<file path="config.mk">
export PLATFORM = sky130hd
export DESIGN_NAME = smcf_master
export DESIGN_NICKNAME = d
export VERILOG_FILES = /design/src/common/smcf_pkg.sv /design/src/hw/smcf_baud_gen.sv /design/src/hw/smcf_master.sv
export VERILOG_INCLUDE_DIRS = /design/src /design/src/common
export SDC_FILE = /design/constraint.sdc
export NUM_CORES = 1
export LEC_CHECK = 0
export BUFFER_PORTS_ARGS = -buffer_cell sky130_fd_sc_hd__buf_4
export CORE_ASPECT_RATIO = 1.1
export CORE_MARGIN = 10
export CORE_UTILIZATION = 42
export CTS_CLUSTER_DIAMETER = 80
export CTS_CLUSTER_SIZE = 24
export DETAILED_ROUTE_END_ITERATION = 10
export HOLD_SLACK_MARGIN = 0.06
export SLEW_MARGIN = 25
export SYNTH_ARGS = -nofsm -noshare
export SYNTH_HDL_FRONTEND = slang
export SYNTH_SLANG_ARGS = --single-unit
</file>
<file path="constraint.sdc">
create_clock -name clock -period 6.01 [get_ports clock]
set_input_delay 0.601 -clock clock [delete_from_list [all_inputs] [get_ports clock]]
set_output_delay 0.601 -clock clock [all_outputs]
set_load 0.02 [all_outputs]
</file>
<file path="src/common/smcf_defines.svh">
`ifndef SMCF_DEFINES_SVH
`define SMCF_DEFINES_SVH

// control bit positions inside the two control words
`define SMCF_POL_BIT        6
`define SMCF_MASTER_BIT     2
`define SMCF_PHASE_BIT      3

// word and divisor layout
`define SMCF_WORD_W         8
`define SMCF_MSB            7
`define SMCF_BITS_DONE      4'h8
`define SMCF_DIV_W          7

// divisor values up to and including this one all give the shortest period
`define SMCF_SMALL_DIV      7'h03
`define SMCF_MIN_PERIOD     8'h04
`define SMCF_MAX_PERIOD     8'h80
`define SMCF_ODD_MIN_PERIOD 8'h05
`define SMCF_ODD_MAX_PERIOD 8'h7F

// timing: core clock and the pad limit on the serial clock
`define SMCF_CLK_NS         100
`define SMCF_LINK_MAX_MHZ   20
`define SMCF_LINK_MIN_NS    (1000 / `SMCF_LINK_MAX_MHZ)
`define SMCF_LINK_MIN_CYC   ((`SMCF_LINK_MIN_NS + `SMCF_CLK_NS - 1) / `SMCF_CLK_NS)

// reset values
`define SMCF_SS_IDLE        1'b1
`define SMCF_SCLK_RST       1'b0

`endif

</file>
<file path="src/common/smcf_pkg.sv">
package smcf_pkg;

    typedef enum logic [2:0] {
        ST_IDLE,
        ST_LEAD,
        ST_ACT,
        ST_REST,
        ST_TRAIL
    } smcf_state_t;

    typedef struct packed {
        smcf_state_t state;
        logic        ss;
        logic        active;
        logic        sclk;
        logic        mosi;
        logic [7:0]  sh;
        logic [3:0]  bitc;
        logic        busy;
        logic        rx_valid;
        logic [7:0]  rx;
        logic        miso_s1;
        logic        miso_s2;
        logic [7:0]  gap;
    } smcf_core_t;

    typedef struct packed {
        logic [6:0] cnt;
    } smcf_div_t;

endpackage

</file>
<file path="src/hw/smcf_baud_gen.sv">
`timescale 1ns/10ps
`include "smcf_defines.svh"

module smcf_baud_gen
    import smcf_pkg::*;
(
    input  wire logic       clock,
    input  wire logic       rst,
    input  wire logic       run,
    input  wire logic       next_long,
    input  wire logic [6:0] baud_divisor_field,
    output logic            tick,
    output logic [7:0]      period,
    output logic [6:0]      short_len,
    output logic [6:0]      long_len
);

    smcf_div_t s_q;
    smcf_div_t s_d;

    always_comb begin
        // small divisors fall back to the fixed shortest period
        if (baud_divisor_field <= `SMCF_SMALL_DIV) begin
            period = `SMCF_MIN_PERIOD;
        end else begin
            period = {1'b0, baud_divisor_field} + 8'h01;
        end
        // odd periods put the extra cycle into the idle-level half
        short_len = period[7:1];
        long_len  = period[7:1] + {6'h00, period[0]};
        tick      = run && (s_q.cnt == 7'h00);
        s_d       = s_q;
        if (!run) begin
            s_d.cnt = long_len - 7'h01;
        end else if (s_q.cnt == 7'h00) begin
            s_d.cnt = (next_long ? long_len : short_len) - 7'h01;
        end else begin
            s_d.cnt = s_q.cnt - 7'h01;
        end
    end

    always_ff @(posedge clock) begin
        if (rst) begin
            s_q <= '0;
        end else begin
            s_q <= s_d;
        end
    end

endmodule

</file>
<file path="src/hw/smcf_master.sv">
// Overview of operation
// - serial period is four or divisor+1 clocks
// - odd period: idle half one clock longer
// - polarity bit six picks active edge
// - master set, phase clear: phase-0 master
// - phase 0 launches data on active edge
// - phase 0 samples on return edge
// - select low half period before first edge
// - select high half period after last clock edge
// - master set, phase set: phase-1 master
`timescale 1ns/10ps
`include "smcf_defines.svh"

module smcf_master
    import smcf_pkg::*;
(
    input  wire logic       clock,
    input  wire logic       rst,
    input  wire logic [7:0] configuration_control_register,
    input  wire logic [7:0] operation_control_register,
    input  wire logic [6:0] baud_divisor_field,
    input  wire logic       start,
    input  wire logic [7:0] tx_word,
    input  wire logic       master_in_line,
    output logic            serial_clock_pin,
    output logic            master_out_line,
    output logic            slave_select_out,
    output logic            busy,
    output logic            rx_valid,
    output logic [7:0]      rx_word
);

    smcf_core_t s_q;
    smcf_core_t s_d;
    logic       tick;
    logic [7:0] period;
    logic [6:0] short_len;
    logic [6:0] long_len;
    logic       pol;
    logic       is_master;
    logic       phase1;

    assign pol       = configuration_control_register[`SMCF_POL_BIT];
    assign is_master = operation_control_register[`SMCF_MASTER_BIT];
    assign phase1    = operation_control_register[`SMCF_PHASE_BIT];

    smcf_baud_gen u_baud (
        .clock              (clock),
        .rst                (rst),
        .run                (s_q.state != ST_IDLE),
        .next_long          (s_q.state == ST_ACT),
        .baud_divisor_field (baud_divisor_field),
        .tick               (tick),
        .period             (period),
        .short_len          (short_len),
        .long_len           (long_len)
    );

    always_comb begin
        s_d          = s_q;
        s_d.rx_valid = 1'b0;
        // miso crosses in from the pad; only the second stage is used
        s_d.miso_s1  = master_in_line;
        s_d.miso_s2  = s_q.miso_s1;
        case (s_q.state)
            ST_IDLE: begin
                // a start with the master bit clear is simply dropped
                if (start && is_master) begin
                    s_d.state = ST_LEAD;
                    s_d.ss    = 1'b0;
                    s_d.busy  = 1'b1;
                    s_d.sh    = tx_word;
                    s_d.mosi  = tx_word[`SMCF_MSB];
                    s_d.bitc  = 4'h0;
                end
            end
            ST_LEAD: begin
                if (tick) begin
                    s_d.state  = ST_ACT;
                    s_d.active = 1'b1;
                    if (phase1) begin
                        s_d.sh   = {s_q.sh[6:0], s_q.miso_s2};
                        s_d.bitc = s_q.bitc + 4'h1;
                    end
                end
            end
            ST_ACT: begin
                if (tick) begin
                    s_d.active = 1'b0;
                    if (!phase1) begin
                        s_d.sh   = {s_q.sh[6:0], s_q.miso_s2};
                        s_d.bitc = s_q.bitc + 4'h1;
                    end
                    if (s_d.bitc == `SMCF_BITS_DONE) begin
                        s_d.state = ST_TRAIL;
                    end else begin
                        s_d.state = ST_REST;
                        if (phase1) begin
                            s_d.mosi = s_q.sh[`SMCF_MSB];
                        end
                    end
                end
            end
            ST_REST: begin
                if (tick) begin
                    s_d.state  = ST_ACT;
                    s_d.active = 1'b1;
                    if (phase1) begin
                        s_d.sh   = {s_q.sh[6:0], s_q.miso_s2};
                        s_d.bitc = s_q.bitc + 4'h1;
                    end else begin
                        s_d.mosi = s_q.sh[`SMCF_MSB];
                    end
                end
            end
            ST_TRAIL: begin
                if (tick) begin
                    s_d.state    = ST_IDLE;
                    s_d.ss       = `SMCF_SS_IDLE;
                    s_d.busy     = 1'b0;
                    s_d.rx_valid = 1'b1;
                    s_d.rx       = s_q.sh;
                end
            end
            default: begin
                s_d.state = ST_IDLE;
            end
        endcase
        // the pin is the active flag seen through the polarity bit
        s_d.sclk = pol ^ s_d.active;
        // cycles since the pin or select last moved, only read by the checks below
        if ((s_q.sclk != s_d.sclk) || (s_q.ss != s_d.ss)) begin
            s_d.gap = 8'h01;
        end else begin
            s_d.gap = s_q.gap + 8'h01;
        end
    end

    always_ff @(posedge clock) begin
        if (rst) begin
            s_q       <= '0;
            s_q.state <= ST_IDLE;
            s_q.ss    <= `SMCF_SS_IDLE;
            s_q.sclk  <= `SMCF_SCLK_RST;
        end else begin
            s_q <= s_d;
        end
    end

    assign serial_clock_pin = s_q.sclk;
    assign master_out_line  = s_q.mosi;
    assign slave_select_out = s_q.ss;
    assign busy             = s_q.busy;
    assign rx_valid         = s_q.rx_valid;
    assign rx_word          = s_q.rx;
endmodule

</file>
Word level (Yosys, flattened, before mapping)
Index checks and enable logic that the tools add are counted.
Operators by class
  $add $sub $neg: 6
  magnitude comparators: 1
  equal/unequal tests: 15
  muxes and demuxes: 29
  bitwise gates (word level): 2
  reduce and logical (&&, ||, !) cells: 16
Operators by type and width (number)
  12-bit 2-to-1 mux: 5
  12-bit case mux with 4 select lines: 1
  13-bit 2-to-1 mux: 2
  7-bit 2-to-1 mux: 3
  7-bit by 1-bit subtractor with 7-bit output, second input constant: 3
  2-bit != test, second input constant: 9
  14-bit 2-to-1 mux: 1
  3-bit case mux with 4 select lines: 1
  10-bit 2-to-1 mux: 1
  3-bit 2-to-1 mux: 3
  7-bit by 1-bit adder with 8-bit output, second input constant: 1
  4-bit 2-to-1 mux: 2
  8-bit 2-to-1 mux: 1
  7-bit by 1-bit adder with 7-bit output: 1
  7-bit by 2-bit <= comparator with 1-bit output, second input constant: 1
  7-bit logical NOT: 1
  7-bit AND reduction: 1
  3-bit by 2-bit == test with 1-bit output, second input constant: 2
  1-bit case mux with 2 select lines: 3
  6-bit AND reduction: 1
  3-bit nonzero test: 2
  1-bit 2-to-1 mux: 5
  5-bit AND reduction: 1
  4-bit by 1-bit adder with 4-bit output, second input constant: 1
  other kinds (15): 17
Word-level totals
  bits in registers: 38
  bits of input ports: 35
  output and inout port bits: 13
  logic and storage cells: 82

Logic depth before layout (Yosys ltp)
  depth in word-level cells: 8
  gate-level depth with buffers: 16
  mapped depth without buffers: 15

By module
From an unflattened synthesis, not the netlist that was laid out.
Second synthesis, totals
  cells, all modules: 308
  area, all modules: 2522.4 sq um
By module, submodules not included
  smcf_master: times used 1, cells an instance 176, area each 1539.0 sq um, seq. area each 620.6 sq um
  smcf_baud_gen: times used 1, cells an instance 132, area each 983.4 sq um, seq. area each 140.1 sq um

Worst setup path before layout
Ideal clock, no wire load.
  kind: input -> register
  start point: input port baud_divisor_field[4]
  end point: register u_baud.s_q[6] (netlist name)
  library setup time: 0.116 ns
  arrival: 3.613 ns
  data required time: 5.894 ns
  setup slack: 2.281 ns
  cell stages on the path: 16
  buffers on the path: 1
  cell sequence: clkbuf_1 > nor4_1 > nor2b_1 > o21ai_0 > nand2_1 > inv_1 > ha_1 > ha_1 > o31a_1 > a31oi_1 > a21boi_0 > ha_1 > o311ai_4 > a211oi_2 > a31oi_1 > a41o_1
On the way
  word-level cells in the longest chain between the ends: 7
  elaborated cells on any way between the ends: 9
  classes of those cells: 4 x add/sub; 1 x order compare; 4 x mux
RTL lines
  from (decl): RTL line smcf_master.sv:21  | input wire logic [6:0] baud_divisor_field,
  7-bit by 1-bit adder with 8-bit output or 7-bit by 2-bit <= comparator with 1-bit output (tied branches)
  8-bit 2-to-1 mux (*): RTL line smcf_baud_gen.sv:23  | if (baud_divisor_field <= `SMCF_SMALL_DIV) begin
  7-bit by 1-bit adder with 7-bit output: RTL line smcf_baud_gen.sv:30  | long_len = period[7:1] + {6'h00, period[0]};
  7-bit 2-to-1 mux: RTL line smcf_baud_gen.sv:36  | s_d.cnt = (next_long ? long_len : short_len) - 7'h01;
  7-bit by 1-bit subtractor with 7-bit output: RTL line smcf_baud_gen.sv:36
  7-bit 2-to-1 mux: RTL line smcf_baud_gen.sv:35  | end else if (s_q.cnt == 7'h00) begin
  7-bit 2-to-1 mux (*): RTL line smcf_baud_gen.sv:33  | if (!run) begin
  to (signal assigned): RTL line smcf_baud_gen.sv:44  | s_q <= '0;
  to (signal assigned): RTL line smcf_baud_gen.sv:46  | s_q <= s_d;
  to (decl): RTL line smcf_baud_gen.sv:18  | smcf_div_t s_q;
Mark *: on every way between the ends. The rest lies on a longest branch, timed or not.
A chain may end at the register's enable or synchronous reset.

Worst setup path in the final report
Same ends and word-level chain as after synthesis.

==> metrics.txt <==
max-slew headroom at the worst pin 0.507; initial antenna violation count 0; clock transition at the registers of the reported paths 0.07 ns; fmax 252 MHz; Leak 1.12 nW; Seq/Total Area, Yosys 0.305; Num CTS Buffers 5; Pint 0.468 mW; Fin. Hold Viols 0; GR peak layer met2; Post-Syn Area 2490 µm²; reg2reg path depth 9; hold path depth 1; Synth Flop Type dfxtp_1; Clk Latency, worst-skew pair 0.29 ns; final wirelength 6.16 mm; critical path class in -> reg; Hold WS 0.452 ns; Final Util 0.484; grt ovf 0; Std-Cell Rows 29; worst-margin pin slew 0.738 ns; Yosys top cell area share 0.305; post-layout min period 3.96 ns; post-synth cell types 74; clock skew 0.0100 ns; Net Count, Synth 336; crit start category input port; critical path endpoint category register; Seq pwr share 0.416; Hold Path Class reg -> reg; CTS sink count 38; outcome complete, no violations; Max-Cap Viols 0; share of layout cells above drive strength 1 0.215; post-DP HPWL 4.52 mm; CTS tree built; synthesized instance count 296; Final Power 0.722 mW; DR DRC count 0; Setup-failing EPs final 0; hold_buf cts 0; I/O pin count 48; synth top area cells dfxtp_1, nor2_1, a211oi_1; area grow syn2layout 12.0%; Syn Area/Cell 8.43 µm²; register bit count reported by yosys 38; clock root buffer clkbuf_8; H-tree depth 2; Core Region 5770 µm²; EDFF count, synth 0; Post-layout nets 351; n_diodes 0; starting density of the core 0.432; GRT Resource Usage Total 0.136; Final ANT Viol Nets 0; vias in the first global route 2176; die area 9430 µm²; maximum vdd drop 0.236 mV; met3 Track Usage GR 0.0455; clock share of power 0.256; Die Wd 93.5 µm; Critical Path RT 6.19 ns; setup TNS 0 ns; met1 usage 0.181; final worst-path cycle share 0.659; FF+latch area 761 µm²; first-pass GRT wire length 10.6 mm; Switch Pwr 0.254 mW; switch share 0.351; vias per cell 5.73; Wirelength per Cell 15.8 µm; vias 2229; area occupied by multi-input gates 1550 µm²; Die Ht 101 µm; ys async rst share 0; Post-CTS Setup Repair Bufs 0; Final GP Congestion 0.898; clock buffer depth 2; IO Port Bufs 34; Warnings, synthesis 0; Final Max Slew Viols 0; critical path arrival 4.14 ns; GRT met2 Usage 0.203; cts repair resizes 0; 1st-pass router iterations 4; pwr/cell area 258 nW/µm²; combinational power share 0.327; Layout fillers 583; area leader, netlist dfxtp_1; RSZ-0062 raised after global routing no; DR iter-0 viols 226; largest net degree at the start of global routing 40; Crit Path Max Fanout 12
through the flow:
step	worst slack, ns	std cells	area (µm²)
after global routing	1.77	389	2790
after floorplan	2.28	296	2490
final	2.05	389	2790
after detailed placement	1.77	381	2700
after global placement	1.84	381	2700
after CTS	2.07	389	2790
per-layer routing:
layer  routed length (µm)  vias to the layer above  share of wire
met2                 2870                       44           0.47
met1                 2890                     1045           0.47
li1                     -                     1136              -
met5                    0                        -              0
met3                  370                        4          0.060
met4                   39                        0         0.0063
power groups by stage:
stage	Combinational, mW	Sequential (mW)	Clock [mW]
floorplan	0.185	0.300	0
finish	0.236	0.300	0.185
global route	0.263	0.306	0.204
global placement	0.231	0.306	0
CTS	0.236	0.301	0.193
detailed placement	0.235	0.306	0
logic make-up after synthesis:
family / synth area share
AND/OR/NAND/NOR: 0.226
AO/OA/AOI/OAI: 0.306
flip-flops: 0.305
buffers and inverters: 0.0727
multiplexers: 0.0366
XOR/XNOR: 0.0281
adder cells (fa/ha/maj): 0.0251
layout make-up:
type	count	share of cell area
clock buffers	6	0.0296
clock inverters	2	0.00448
inverters	7	0.00940
multi-input cells	224	0.556
flip-flops and latches	38	0.272
well taps	77	0.0345
repair buffers	35	0.0940
layout by cell type, fill, tap and decap left out, types with 2 or more instances in the layout:
| cell | instances |
|---|---|
| a211oi_1 | 13 |
| a211oi_2 | 4 |
| a21boi_0 | 3 |
| a21o_1 | 2 |
| a21oi_1 | 13 |
| a221oi_1 | 2 |
| a22oi_1 | 9 |
| a311oi_1 | 2 |
| a31o_2 | 4 |
| a31oi_1 | 6 |
| a32oi_1 | 3 |
| and2_1 | 4 |
| and3_1 | 5 |
| and3_2 | 2 |
| buf_4 | 35 |
| clkbuf_8 | 6 |
| dfxtp_1 | 38 |
| ha_1 | 5 |
| inv_1 | 7 |
| mux2i_1 | 8 |
| nand2_1 | 13 |
| nand2b_1 | 2 |
| nand3_1 | 10 |
| nand3b_1 | 2 |
| nand4_1 | 2 |
| nor2_1 | 38 |
| nor2b_1 | 6 |
| nor3_1 | 3 |
| nor4_1 | 3 |
| o211ai_1 | 2 |
| o21a_1 | 2 |
| o21ai_0 | 7 |
| o21bai_1 | 2 |
| o311a_1 | 2 |
| o32ai_1 | 2 |
| or3_1 | 2 |
| xnor2_1 | 4 |
| xor2_1 | 4 |
synth_stat cells, types with 5 or more instances:
| master | instances |
|---|---|
| dfxtp_1 | 38 |
| nor2_1 | 38 |
| a211oi_1 | 13 |
| a21oi_1 | 13 |
| nand2_1 | 13 |
| buf_4 | 10 |
| nand3_1 | 10 |
| a22oi_1 | 9 |
| clkbuf_1 | 8 |
| mux2i_1 | 8 |
| buf_2 | 7 |
| inv_1 | 7 |
| o21ai_0 | 7 |
| a31oi_1 | 6 |
| nor2b_1 | 6 |
| and3_1 | 5 |
| ha_1 | 5 |
flip-flops by register name, summed over array words and instances, names as in the netlist:
register	count
busy	1
master_out_line	1
rx_valid	1
rx_word	8
s_d	1
s_q	17
serial_clock_pin	1
slave_select_out	1
u_baud.s_q	7
critical path, cell delays in order:
cell      delay [ns]
buf_4           0.15
nor4_1          0.51
nor2b_1         0.22
o21ai_0         0.09
nand2_1         0.12
inv_1           0.05
ha_1            0.23
ha_1            0.31
o31a_1          0.27
a31oi_1         0.19
a21boi_0        0.28
ha_1            0.29
o311ai_4        0.13
a211oi_2        0.34
a31oi_1         0.13
a41o_1          0.21
worst paths after layout:
| kind | slack [ns] | from | endpoint |
|---|---|---|---|
| worst max-delay path | 2.05 | baud_divisor_field[4] | u_baud.s_q[6] |
| worst min-delay path | 0.45 | s_d[8] | s_q[8] |
| worst max register to register | 3.01 | s_q[36] | u_baud.s_q[6] |
| worst min register to register | 0.45 | s_d[8] | s_q[8] |
Note: power is estimated with default switching activity, not from simulation.
